`src/verilog/rdc_pkg.sv`:
```
// Constants shared by the reset and rail discharge controller
package rdc_pkg;
    // Clock rate and sequencer timing
    localparam int CLK_MHZ = 100;
    localparam int DISCHARGE_TIME_US = 1000;
    localparam int SETTLE_TIME_US = 1000;
    localparam int DISCHARGE_CYCLES = DISCHARGE_TIME_US * CLK_MHZ;
    localparam int SETTLE_CYCLES = SETTLE_TIME_US * CLK_MHZ;
    localparam int TIMER_W = 17;

    // Register indexes are byte offsets on the plain port
    localparam logic [7:0] RDC_DIS_CFG_OFS = 8'h00;
    localparam logic [7:0] RDC_DIS_TRIG_OFS = 8'h04;
    localparam logic [7:0] RDC_SYS_CTRL_OFS = 8'h08;
    localparam logic [7:0] RDC_PWR_CTRL_OFS = 8'h0C;
    localparam logic [7:0] RDC_BOD_CTRL2_OFS = 8'h10;
    localparam logic [7:0] RDC_DBG_REBOOT_OFS = 8'h14;
    localparam logic [7:0] RDC_STATUS_OFS = 8'h18;
    localparam logic [7:0] RDC_BOD_STAT_OFS = 8'h1C;

    // Field positions
    localparam int RDC_SOFT_REBOOT_BIT = 0;
    localparam int RDC_WAKE_REBOOT_BIT = 0;
    localparam int RDC_BOD_EN_LSB = 0;
    localparam int RDC_BOD_REBOOT_BIT = 5;
    localparam int RDC_CORE_THR_LSB = 8;
    localparam int RDC_RAILS = 3;
    localparam int RDC_BOD_RAILS = 5;

    // Rail index in discharge order: one_four, one_eight, one_eight_periph
    localparam int RDC_R14 = 0;
    localparam int RDC_R18 = 1;
    localparam int RDC_R18P = 2;

    // Reset values
    localparam logic [4:0] RDC_BOD_EN_RST = 5'h08;
    localparam logic RDC_BOD_REBOOT_RST = 1'b1;
    localparam logic [1:0] RDC_CORE_THR_RST = 2'h2;

    // Debugger reboot key; value is arbitrary
    localparam logic [31:0] RDC_DBG_KEY = 32'h0000A5A5;

    // Discharge sequencer states
    typedef enum logic [4:0] {
        RDC_IDLE = 5'b00001,
        RDC_DIS14 = 5'b00010,
        RDC_DIS18 = 5'b00100,
        RDC_DIS18P = 5'b01000,
        RDC_SETTLE = 5'b10000
    } rdc_state_t;
endpackage

```
`src/verilog/rdc_top.sv`:
```
// Reset level generation and sequential rail discharge controller
`timescale 1ns/1ps

// Contract
// Reset pad is active high; a one requests hardware reset.
// Power-on reset releases only with core, battery and brownout all good.
// Power-on reset clears every register of the chip; code leaves bod_stat and the discharge sequencer as they are.
// Hardware reset from pad, watchdog, power-on reset or debugger reboot write.
// Software reset is asserted whenever hardware reset is active.
// Software reset is OR of CPU request and soft reboot bit.
// Reboot-after-sleep bit makes waking from sleep issue hardware reset.
// Discharge config and status registers cleared only by power-on reset; code clears only the config on it.
// Control registers cleared by hardware reset, kept through software reset.
// Remaining registers cleared by software, hardware and power-on reset; code clears only the read path on them.
// Pad assertion discharges each rail enabled in the discharge config.
// Discharge config is write-one; firmware loads it from the OTP field.
// Each rail discharge transistor stays on for one millisecond.
// Enabled rails discharge one after another, never together.
// Regulators held off until discharge ends, then one millisecond settle.
// External source holds the pad at least 4 ms for full discharge.
// Software trigger register bits also start rail discharge.
// Enabled rail brownout on any of five rails issues power-on reset.
// Battery below low threshold raises interrupt, not a reset.
// Core rail has three thresholds; below floor always forces power-on reset.
// Brownout escalates to reset only when brownout reboot enable is set.
// Pad is synchronised; rails go in fixed order, disabled ones skipped.
// Hardware reset stays asserted until a pad-started sequence has finished.
module rdc_top
    import rdc_pkg::*;
#(
    parameter int DIS_CYCLES = DISCHARGE_CYCLES,
    parameter int SET_CYCLES = SETTLE_CYCLES
)(
    input wire logic clk,
    input wire logic rst,
    input wire logic clk_en,
    input wire logic reset_pad,
    input wire logic core_rail_ok,
    input wire logic battery_rail_ok,
    input wire logic core_below_floor,
    input wire logic battery_low,
    input wire logic [4:0] rail_low,
    input wire logic watchdog_expired,
    input wire logic cpu_reset_request,
    input wire logic wake_from_sleep,
    input wire logic [7:0] addr,
    input wire logic [31:0] wdata,
    input wire logic wr,
    input wire logic rd,
    output logic [31:0] rdata,
    output logic por_reset,
    output logic hw_reset,
    output logic soft_reboot_bit,
    output logic [2:0] discharge_on,
    output logic [2:0] regulator_hold_off,
    output logic [1:0] core_threshold_sel,
    output logic dcdc_irq
);
    localparam int PIN_W = 10;
    localparam logic [TIMER_W-1:0] DIS_LOAD = TIMER_W'(DIS_CYCLES - 1);
    localparam logic [TIMER_W-1:0] SET_LOAD = TIMER_W'(SET_CYCLES - 1);

    typedef struct packed {
        logic [PIN_W-1:0] s1;
        logic [PIN_W-1:0] s2;
        logic pad_prev;
        logic por;
        logic hw;
        logic sw;
        logic [2:0] cfg;
        logic soft_reboot;
        logic wake_reboot;
        logic [4:0] bod_en;
        logic bod_reboot;
        logic [1:0] core_thr;
        logic [4:0] bod_stat;
        rdc_state_t state;
        logic [2:0] mask;
        logic [TIMER_W-1:0] timer;
        logic pad_seq;
        logic irq;
        logic [31:0] rdata;
    } rdc_regs_t;

    rdc_regs_t q, d;

    // Synchronised pin view, second stage only
    logic pad_s, core_ok_s, bat_ok_s, floor_s, bat_low_s;
    logic [4:0] rail_low_s;
    assign pad_s = q.s2[0];
    assign core_ok_s = q.s2[1];
    assign bat_ok_s = q.s2[2];
    assign floor_s = q.s2[3];
    assign bat_low_s = q.s2[4];
    assign rail_low_s = q.s2[9:5];

    // Reset sources
    logic bod_trip, por_req, dbg_wr, hw_req, sw_req, pad_rise, sw_trig, busy;
    assign bod_trip = (|(rail_low_s & q.bod_en)) & q.bod_reboot;
    assign por_req = ~core_ok_s | ~bat_ok_s | floor_s | bod_trip;
    assign dbg_wr = wr && addr == RDC_DBG_REBOOT_OFS && wdata == RDC_DBG_KEY;
    assign busy = q.state != RDC_IDLE;
    assign hw_req = pad_s | watchdog_expired | q.por | dbg_wr
        | (wake_from_sleep & q.wake_reboot)
        | (busy & q.pad_seq);
    assign sw_req = q.hw | cpu_reset_request | q.soft_reboot;
    assign pad_rise = pad_s & ~q.pad_prev;
    assign sw_trig = wr && addr == RDC_DIS_TRIG_OFS && wdata[2:0] != 3'h0;

    // First enabled rail at or above a position, fixed order
    function automatic rdc_state_t next_rail(input logic [2:0] m, input int from);
        rdc_state_t s;
        s = RDC_SETTLE;
        if (from <= RDC_R18P && m[RDC_R18P])
            s = RDC_DIS18P;
        if (from <= RDC_R18 && m[RDC_R18])
            s = RDC_DIS18;
        if (from <= RDC_R14 && m[RDC_R14])
            s = RDC_DIS14;
        return s;
    endfunction

    // Next state of every register
    always_comb
    begin
        d = q;
        d.rdata = 32'h0000_0000;
        d.s1 = {rail_low, battery_low, core_below_floor, battery_rail_ok,
                core_rail_ok, reset_pad};
        d.s2 = q.s1;
        d.pad_prev = pad_s;
        d.por = por_req;
        d.hw = hw_req;
        d.sw = sw_req;
        d.irq = bat_low_s;
        d.soft_reboot = 1'b0;

        // Register writes
        if (wr)
        begin
            if (addr == RDC_DIS_CFG_OFS)
                d.cfg = q.cfg | wdata[2:0];
            else if (addr == RDC_SYS_CTRL_OFS)
                d.soft_reboot = wdata[RDC_SOFT_REBOOT_BIT];
            else if (addr == RDC_PWR_CTRL_OFS)
                d.wake_reboot = wdata[RDC_WAKE_REBOOT_BIT];
            else if (addr == RDC_BOD_CTRL2_OFS)
            begin
                d.bod_en = wdata[RDC_BOD_EN_LSB +: RDC_BOD_RAILS];
                d.bod_reboot = wdata[RDC_BOD_REBOOT_BIT];
                d.core_thr = wdata[RDC_CORE_THR_LSB +: 2];
            end
            else if (addr == RDC_BOD_STAT_OFS)
                d.bod_stat = q.bod_stat & ~wdata[4:0];
        end
        // Trip capture; set wins over the clear above
        d.bod_stat = d.bod_stat | (rail_low_s & q.bod_en);

        // Register reads, data in the next cycle
        if (rd)
        begin
            if (addr == RDC_DIS_CFG_OFS)
                d.rdata = {29'h0, q.cfg};
            else if (addr == RDC_SYS_CTRL_OFS)
                d.rdata = {31'h0, q.soft_reboot};
            else if (addr == RDC_PWR_CTRL_OFS)
                d.rdata = {31'h0, q.wake_reboot};
            else if (addr == RDC_BOD_CTRL2_OFS)
                d.rdata = {22'h0, q.core_thr, 2'h0, q.bod_reboot, q.bod_en};
            else if (addr == RDC_STATUS_OFS)
                d.rdata = {16'h0, 3'h0, q.state, q.pad_seq, q.mask,
                           q.irq, q.sw, q.hw, q.por};
            else if (addr == RDC_BOD_STAT_OFS)
                d.rdata = {27'h0, q.bod_stat};
            else
                d.rdata = 32'h0000_0000;
        end

        // Discharge sequencer
        case (q.state)
            RDC_IDLE:
            begin
                d.pad_seq = 1'b0;
                if (pad_rise && q.cfg != 3'h0)
                begin
                    d.mask = q.cfg;
                    d.pad_seq = 1'b1;
                    d.state = next_rail(q.cfg, RDC_R14);
                    d.timer = DIS_LOAD;
                end
                else if (sw_trig)
                begin
                    d.mask = wdata[2:0];
                    d.state = next_rail(wdata[2:0], RDC_R14);
                    d.timer = DIS_LOAD;
                end
            end
            RDC_DIS14, RDC_DIS18, RDC_DIS18P:
            begin
                d.pad_seq = q.pad_seq | pad_rise;
                if (q.timer != '0)
                    d.timer = q.timer - 1'b1;
                else
                begin
                    // One rail at a time, next enabled rail only
                    if (q.state == RDC_DIS14)
                        d.state = next_rail(q.mask, RDC_R18);
                    else if (q.state == RDC_DIS18)
                        d.state = next_rail(q.mask, RDC_R18P);
                    else
                        d.state = RDC_SETTLE;
                    d.timer = (d.state == RDC_SETTLE) ? SET_LOAD : DIS_LOAD;
                end
            end
            RDC_SETTLE:
            begin
                d.pad_seq = q.pad_seq | pad_rise;
                if (q.timer != '0)
                    d.timer = q.timer - 1'b1;
                else
                begin
                    d.state = RDC_IDLE;
                    d.mask = 3'h0;
                end
            end
            default:
            begin
                d.state = RDC_IDLE;
                d.mask = 3'h0;
            end
        endcase

        // Power-on reset clears the configuration kept through other resets
        if (q.por)
        begin
            d.cfg = 3'h0;
        end
        // Hardware reset clears the control group
        if (q.hw)
        begin
            d.soft_reboot = 1'b0;
            d.wake_reboot = 1'b0;
            d.bod_en = RDC_BOD_EN_RST;
            d.bod_reboot = RDC_BOD_REBOOT_RST;
            d.core_thr = RDC_CORE_THR_RST;
        end
        // Software reset clears the rest; here only the read path
        if (q.sw)
            d.rdata = 32'h0000_0000;
    end

    // State register, frozen while the clock enable is low
    always_ff @(posedge clk or posedge rst)
    begin
        if (rst)
        begin
            // Sync stages start as rails bad, pad low: POR cannot slip out early
            q <= '0;
            q.por <= 1'b1;
            q.hw <= 1'b1;
            q.sw <= 1'b1;
            q.bod_en <= RDC_BOD_EN_RST;
            q.bod_reboot <= RDC_BOD_REBOOT_RST;
            q.core_thr <= RDC_CORE_THR_RST;
            q.state <= RDC_IDLE;
        end
        else if (clk_en)
            q <= d;
    end

    // Outputs from flip-flops; discharge_on and regulator_hold_off decoded from state and mask
    assign rdata = q.rdata;
    assign por_reset = q.por;
    assign hw_reset = q.hw;
    assign soft_reboot_bit = q.sw;
    assign dcdc_irq = q.irq;
    assign core_threshold_sel = q.core_thr;
    assign discharge_on = {q.state == RDC_DIS18P, q.state == RDC_DIS18,
                           q.state == RDC_DIS14};
    // Hold off each masked rail until the last discharge slot is over
    assign regulator_hold_off = (busy && q.state != RDC_SETTLE) ? q.mask : 3'h0;
endmodule

```
`config.mk`:
```
export PLATFORM = sky130hd
export DESIGN_NAME = rdc_top
export DESIGN_NICKNAME = d
export VERILOG_FILES = /design/src/verilog/rdc_pkg.sv /design/src/verilog/rdc_top.sv
export SDC_FILE = /design/constraint.sdc
export NUM_CORES = 1
export LEC_CHECK = 0
export BUFFER_PORTS_ARGS = -buffer_cell sky130_fd_sc_hd__buf_2
export CAP_MARGIN = 30
export CORE_MARGIN = 1.5
export CORE_UTILIZATION = 59
export DETAILED_ROUTE_END_ITERATION = 6
export PLACE_DENSITY = 0.93
export SYNTH_ARGS = -nofsm -noshare
export SYNTH_HDL_FRONTEND = slang
export SYNTH_SLANG_ARGS = --single-unit
```
`constraint.sdc`:
```
create_clock -name clk -period 5.4 [get_ports clk]
set_clock_uncertainty 0.05 [all_clocks]
set_input_delay 1.08 -clock clk [delete_from_list [all_inputs] [get_ports clk]]
set_output_delay 1.08 -clock clk [all_outputs]
set_load 0.01 [all_outputs]
```
**Word-level counts from Yosys, hierarchy flattened**

Index checks and enable logic that the tools add are counted.

- Register bits after elaboration: 101
- Bits of input ports: 58
- Word-level logic and storage cells: 132

- $add $sub $neg: 1
- Eq/ne operators: 22
- Muxes and demuxes: 41
- Bitwise gates (word level): 24
- Reductions and logical operators: 25

Operators with widths:

| cell | number |
|---|---|
| two-way mux 13 bit | 7 |
| two-way mux 5 bit | 14 |
| one-hot mux 18 bit (3 select lines) | 1 |
| two-way mux 25 bit | 2 |
| two-way mux 17 bit | 2 |
| == test 32 x 16 -> 1 bit (second input constant) | 1 |
| == test 8 x 5 -> 1 bit (second input constant) | 4 |
| two-way mux 32 bit | 1 |
| two-way mux 18 bit | 1 |
| nonzero test 17 bit | 1 |
| subtractor 17 x 1 -> 17 bit (second input constant) | 1 |
| == test 8 x 4 -> 1 bit (second input constant) | 2 |
| two-way mux 8 bit | 2 |
| two-way mux 15 bit | 1 |
| one-hot mux 5 bit (3 select lines) | 1 |
| two-way mux 14 bit | 1 |
| != test 2 bit (second input constant) | 6 |
| AND reduction 4 bit | 3 |
| bitwise OR 1 bit | 11 |
| AND 5 bit | 2 |
| two-way mux 10 bit | 1 |
| nonzero test 2 bit | 5 |
| two-way mux 3 bit | 3 |
| one-hot mux 3 bit (3 select lines) | 1 |
| other kinds (24) | 39 |

**Depth between registers and ports, before layout**

Gate-level depths: netlist of run 1.

- Word-level depth: 9
- Gate-level depth with buffers: 9
- Mapped depth without buffers: 8

**Worst setup path after synthesis of run 1**

No wires, ideal clock.

- Kind: input port to flip-flop
- Start: input addr[4]
- End: register q[41] (netlist name)
- Arrival: 3.076 ns
- Data required time: 5.216 ns
- Setup slack: 2.140 ns
- Cell stages on the path: 8
- Cell sequence: or4_4 -> or4_1 -> a31o_1 -> buf_6 -> buf_12 -> nor4_4 -> xnor2_1 -> nand2_1

- Cells in the longest elaborated chain, start to end: 5

RTL lines:

| what | line | RTL |
|---|---|---|
| from (decl) | rdc_top.sv:46 | `input wire logic [7:0] addr,` |
| == test 8 x 3 -> 1 bit | rdc_top.sv:108 | `assign sw_trig = wr && addr == RDC_DIS_TRIG_OFS && wdata[2:0] != 3'h0;` |
| logical AND 1 bit (2 in series) | rdc_top.sv:108 |  |
| != test 3 bit (no source line) | - |  |
| AND reduction 4 bit (no source line) | - |  |
| to (decl) | rdc_top.sv:85 | `rdc_regs_t q, d;` |

No other way between the ends.
A chain may end at the register's enable or synchronous reset.

**Worst setup path in the final report of run 1**

- Start: input addr[4]
- End: register q[55] (netlist name)

Same word-level chain as after synthesis.

==> run_results.csv, run 1 <==
group,metric,value,unit
die,dieHeight,90.1,um
clock_network,holdBufCountCts,0,
pwr,p_per_area,366,nW/um2
clock_network,htree_levels,3,
die,fp-row-count,31,
logic_synthesis,synthArstFlopShare,100,%
clock_network,cts_tree,"yes",
pwr,p_int,1.18,mW
sta,slew_headroom,41.3,%
grt,grt_overflow,0,
sta,finalSetupTns,0,ps
sta,rsz0062_at_grt,"no",
flow_run,drv_cap,0,
setup_path,cp_max_fo,21,
logic_synthesis,yosys_warnings,0,
cells_and_area,drive_above_1_share,29.1,%
place,hpwl,7.77,mm
die,dieArea,8110,um2
grt,grt_max_degree,65,
die,initial_utilization,61.3,%
sta,period_share,64.9,%
grt,antenna_found_initial,0,
logic_synthesis,synth_cells,440,
sta,fmax,285,MHz
sta,hold_slack,437,ps
clock_network,cts_root_buffer,"clkbuf_8",
clock_network,cts.path.max_buffers,2,
pwr,seq_power_share,41.7,%
pwr,total_power,1.83,mW
setup_path,cp-start-kind,"input pin",
logic_synthesis,ys_seq_area_share,46.1,%
place,gp_congestion,0.913,
cells_and_area,area_growth,11.8,%
sta,hold_violations,0,
cells_and_area,ff_latch_area,2060,um2
clock_network,numCtsBuffers,9,
cells_and_area,final_cell_mix,"82 x buf_2, 75 x dfrtp_1, 34 x nand2_1",
pwr,leakage,2.22,nW
sta,period_needed,3510,ps
place,place_ws,1560,ps
sta,worst_pin_slew,869,ps
route,drtAntennaViolNets,0,
die,pin_count,102,
setup_path,required,5650,ps
die,core,7290,um2
logic_synthesis,syn_area_per_cell,10.2,um2
clock_network,path_clk_slew,90,ps
grt,grt_pass1_wl,17.4,mm
route,drt_first_pass_iters,7,
clock_network,cts_sinks,82,
run_status,run_status,"finished, final reports clean",
pwr,worst_ir_drop_vdd,0.000192,V
route,totalWireLength,10.5,mm
grt,grt_pass1_vias,3686,
cells_and_area,multiInputGateArea,2080,um2
route,drc,0,
place,port_buffers,82,
sta,fin_ws,1890,ps
cells_and_area,final_nets,560,
setup_path,worstSetupPathType,"input pin to flip-flop",
route,num_vias,3718,
logic_synthesis,synthFlopType,"dfrtp_1",
cells_and_area,final_common_cell,"buf_2",
route,wl_per_cell,17.3,um
pwr,pwr-share-comb,28.0,%
min_path,hold_path_class,"flip-flop to flip-flop",
logic_synthesis,yosysUniqueCellTypes,63,
die,die_width,90.1,um
logic_synthesis,synth-edff-count,0,
logic_synthesis,ys_ff_latch,82,
route,viasPerCell,6.15,
pwr,pwr-share-clk,30.3,%
sta,setup_viol,0,
clock_network,clkLatencyLatePin,350,ps
grt,grt_util_all_layers,26.8,%
place,dpl.cell_count,589,
sta,finalMaxSlewViolations,0,
cells_and_area,fin_cells,605,
clock_network,post_cts_resized,0,
pwr,sw_frac_of_total,35.7,%
setup_path,cp-end-kind,"flip-flop",
pwr,power.switching,0.652,mW
cells_and_area,diodes,0,
clock_network,post_cts_buffers,0,
cells_and_area,n_fill_cell,585,
logic_synthesis,synth_area,4470,um2
setup_path,worstPathArrival,3760,ps
route,first_iter_violations,366,
-- metal layers --
metal / vias to the layer above / GRT usage [%] / share of wire, %
li1: 1682 / - / -
met2: 217 / 42.7 / 47
met1: 1788 / 34.9 / 41
met4: 0 / 13.6 / 2.8
met5: - / 0 / 0
met3: 31 / 4.99 / 8.7
-- cell type report --
type | count | area share, %
Clock inverter | 7 | 2.48
Tap cell | 99 | 2.48
Inverter | 12 | 0.926
Sequential cell | 82 | 41.2
Timing Repair Buffer | 86 | 8.81
Clock buffer | 9 | 2.48
Multi-Input combinational cell | 310 | 41.6
-- state kept, by name (all words and copies together), names as in the netlist, 2 cells and up --
signal              cells
q                      48
core_threshold_sel      2
d                      11
rdata                  13
-- critical path: stages --
cell     delay (ps)
buf_2           120
or4_4           550
or4_1           570
a31o_1          530
a211o_1         460
a211o_1         260
a21bo_1         180
-- final timing paths --
kind | from | end | slack [ps] | depth (start not counted)
setup / recovery | addr[4] | q[55] | 1890 | 7
hold / removal | rdata[5] | rdata[5] | 440 | 1
setup reg to reg | q[55] | q[58] | 2620 | 5
hold reg to reg | rdata[5] | rdata[5] | 440 | 1
max in group asynchronous | rst | rdata[12] | 3590 | 3
min in group asynchronous | rst | q[40] | 610 | 2
-- power groups by stage --
stage	Sequential, mW	Combinational (mW)	Clock [mW]
after global routing	0.769	0.569	0.585
after CTS	0.759	0.508	0.558
final	0.762	0.512	0.554
after floorplan	0.722	0.446	0
after detailed placement	0.770	0.507	0
after global placement	0.765	0.489	0
-- stage by stage --
step	utilization [%]	area [um2]
3_3_place_gp	65.1	4750
2_1_floorplan	-	4540
3_5_place_dp	65.1	4750
4_1_cts	68.5	5000
5_1_grt	68.5	5000
6_report	68.5	5000
-- cells by family (layout without fill, tap and decap cells) --
kind of cell / Yosys count / count (layout) / synth area share, %
other: 1 / 19 / 0.0839
adders and majority gates: 1 / 1 / 0.280
AOI/OAI and AO/OA: 94 / 94 / 15.0
muxes: 27 / 27 / 6.69
buffers and inverters: 66 / 114 / 8.95
and+or+nand+nor: 155 / 155 / 20.2
DFF: 82 / 82 / 46.1
xor gates and xnor gates: 14 / 14 / 2.74
-- Yosys cell counts (all sizes together), types with 2 or more instances --
cell type	number	area (um2)
dfrtp	75	1880
buf	41	307
nand2	34	128
nor2	28	108
a21oi	27	135
mux2	23	259
nor4	18	164
clkbuf	13	48.8
nor3	13	70.1
xnor2	13	114
inv	12	45.0
a22o	10	87.6
o21ai	10	50.1
o2bb2ai	10	87.6
or3	9	56.3
nand2b	8	50.1
or2	8	50.1
dfstp	7	184
a32o	6	60.1
or4	6	48.8
a22oi	5	37.5
a211oi	4	30.0
and3	4	25.0
mux2i	4	40.0
nand3b	4	30.0
nor4b	4	35.0
nand3	3	15.0
nand4	3	18.8
nor3b	3	22.5
nor4bb	3	30.0
o31ai	3	22.5
a211o	2	17.5
a21o	2	15.0
a221oi	2	17.5
a222oi	2	20.0
a31oi	2	12.5
and2	2	12.5
nor2b	2	12.5
No activity file was read; power rests on OpenSTA's default activity.
==> inputs of run 2 (changes only) <==
--- a/config.mk
+++ b/config.mk
@@ -5,12 +5,13 @@
 export SDC_FILE = /design/constraint.sdc
 export NUM_CORES = 1
 export LEC_CHECK = 0
+export ABC_AREA = 1
 export BUFFER_PORTS_ARGS = -buffer_cell sky130_fd_sc_hd__buf_2
 export CAP_MARGIN = 30
 export CORE_MARGIN = 1.5
-export CORE_UTILIZATION = 59
+export CORE_UTILIZATION = 50
 export DETAILED_ROUTE_END_ITERATION = 6
-export PLACE_DENSITY = 0.93
+export PLACE_DENSITY = 0.84
 export SYNTH_ARGS = -nofsm -noshare
 export SYNTH_HDL_FRONTEND = slang
 export SYNTH_SLANG_ARGS = --single-unit
==> constraint.sdc (replaced) <==
create_clock -name clk -period 3.04 [get_ports clk]
set_clock_uncertainty 0.05 [all_clocks]
set_input_delay 0.608 -clock clk [delete_from_list [all_inputs] [get_ports clk]]
set_output_delay 0.608 -clock clk [all_outputs]
set_load 0.01 [all_outputs]
==> run_results.csv, run 2 <==
group,metric,value,unit
sta,period_share,73.0,%
route,num_vias,4477,
sta,hold_violations,0,
logic_synthesis,synthFlopType,"dfrtp_1",
die,core,9680,um2
route,totalWireLength,11.6,mm
sta,fmax,451,MHz
cells_and_area,final_cell_mix,"197 x nand2_1, 82 x buf_2, 77 x o21ai_0",
grt,grt_pass1_wl,19.8,mm
sta,worst_pin_slew,650,ps
logic_synthesis,synth_area_leaders,"dfrtp_1 38%, nand2_1 15%, o21ai_0 7.8%, buf_4 5.6%, nor2_1 4.7%",
clock_network,cts_sinks,82,
cells_and_area,regMostFlops,"q",
sta,finalMaxSlewViolations,0,
flow_run,drv_cap,0,
route,viasPerCell,5.13,
setup_path,worstSetupPathType,"flip-flop to primary output",
route,drtAntennaViolNets,0,
grt,grt_max_degree,47,
logic_synthesis,synthArstFlopShare,100,%
grt,antenna_found_initial,0,
cells_and_area,n_fill_cell,885,
setup_path,worstReg2RegStart,"q[34]",
die,pin_count,102,
logic_synthesis,yosysUniqueCellTypes,40,
clock_network,cts_root_buffer,"clkbuf_8",
cells_and_area,fin_util,56.5,%
sta,slew_headroom,56.6,%
clock_network,post_cts_resized,0,
clock_network,clkLatencyLatePin,360,ps
setup_path,regToRegSetupSlack,960,ps
run_status,run_status,"finished, final reports clean",
clock_network,holdBufCountCts,0,
cells_and_area,multiInputGateArea,2350,um2
clock_network,cts_tree,"yes",
place,gp_congestion,0.906,
pwr,total_power,3.48,mW
sta,period_needed,2220,ps
logic_synthesis,yosys_warnings,0,
route,drt_first_pass_iters,5,
cells_and_area,final_nets,793,
grt,grt_overflow,0,
cells_and_area,ff_latch_area,2060,um2
cells_and_area,final_common_cell,"nand2_1",
clock_network,cts.path.max_buffers,2,
cells_and_area,drive_above_1_share,19.1,%
route,drc,0,
sta,fin_ws,821,ps
grt,grt_util_all_layers,24.2,%
die,dieArea,10500,um2
setup_path,worstPathArrival,1560,ps
route,first_iter_violations,237,
cells_and_area,diodes,0,
pwr,p_per_area,635,nW/um2
grt,grt_pass1_vias,4267,
pwr,worst_ir_drop_vdd,0.000397,V
logic_synthesis,synth_top_area_share,38.1,%
cells_and_area,area_growth,11.2,%
die,fp-row-count,36,
logic_synthesis,synth_cells,671,
clock_network,post_cts_buffers,0,
place,port_buffers,82,
setup_path,required,2380,ps
sta,rsz0062_at_grt,"no",
logic_synthesis,synthMostInstantiatedCell,"nand2_1",
die,die_width,102,um
die,initial_utilization,50.9,%
logic_synthesis,ys_ff_latch,82,
setup_path,cp_max_fo,7,
clock_network,path_clk_slew,80,ps
clock_network,htree_levels,3,
logic_synthesis,synth-edff-count,0,
sta,finalSetupTns,0,ps
setup_path,cp-start-kind,"flip-flop",
place,hpwl,8.65,mm
logic_synthesis,ys_seq_area_share,41.8,%
min_path,hold_path_class,"input pin to async pin",
setup_path,startpoint,"q[54]",
cells_and_area,largest_reg_flops,48,
logic_synthesis,syn_area_per_cell,7.34,um2
clock_network,numCtsBuffers,9,
logic_synthesis,synth_top_cells_by_count,"197 x nand2_1, 77 x o21ai_0, 75 x dfrtp_1",
place,place_ws,870,ps
sta,hold_slack,230,ps
logic_synthesis,post-synth-top-area-cell,"dfrtp_1",
route,wl_per_cell,13.3,um
setup_path,cp-end-kind,"primary output",
logic_synthesis,synth_area,4920,um2
sta,setup_viol,0,
die,dieHeight,102,um
pwr,leakage,2.79,nW
## run 2: through the flow
stage	area (um2)	std cells
global route	5480	872
CTS	5480	872
floorplan	4990	689
finish	5480	872
global placement	5270	856
detailed placement	5270	856
## run 2: final timing paths
path	to	depth (start not counted)
max	regulator_hold_off[2]	4
min	d[83]	2
max reg2reg	q[41]	11
min reg2reg	por_reset	1
max in group asynchronous	q[54]	3
min in group clk	d[83]	3
## run 2: where the power goes
| group | internal, mW | switching (mW) |
|---|---|---|
| clock network | 0.462 | 0.391 |
| logic | 0.386 | 0.845 |
| registers | 1.25 | 0.144 |
## run 2: layout make-up
class | instances | area share, %
Multi-Input combinational cell | 493 | 42.9
Sequential cell | 82 | 37.6
Timing Repair Buffer | 86 | 8.27
Inverter | 62 | 4.27
Tap cell | 133 | 3.04
Clock buffer | 11 | 2.40
Clock inverter | 5 | 1.44
## run 2: logic make-up after synthesis
kind of cell / after synthesis / synth area share [%]
adder cells (fa/ha/maj): 1 / 0.254
AND/OR/NAND/NOR: 352 / 32.2
AO/OA/AOI/OAI: 116 / 12.9
flip-flops: 82 / 41.8
buffers and inverters: 114 / 11.8
other: 1 / 0.0761
XOR/XNOR: 5 / 0.889
## run 2: critical path, stage by stage, from the launching register on
cell and delay, ps:
dfstp_2 590, nand4_2 240, nand2_2 190, nor2_1 60, buf_2 130
## run 2: per-layer routing
metal,global-route usage [%],up-vias,wire [um]
li1,-,2248,-
met5,0,-,0
met1,31.9,2024,5040
met2,40.2,190,5560
met4,7.17,0,146
met3,5.20,15,895
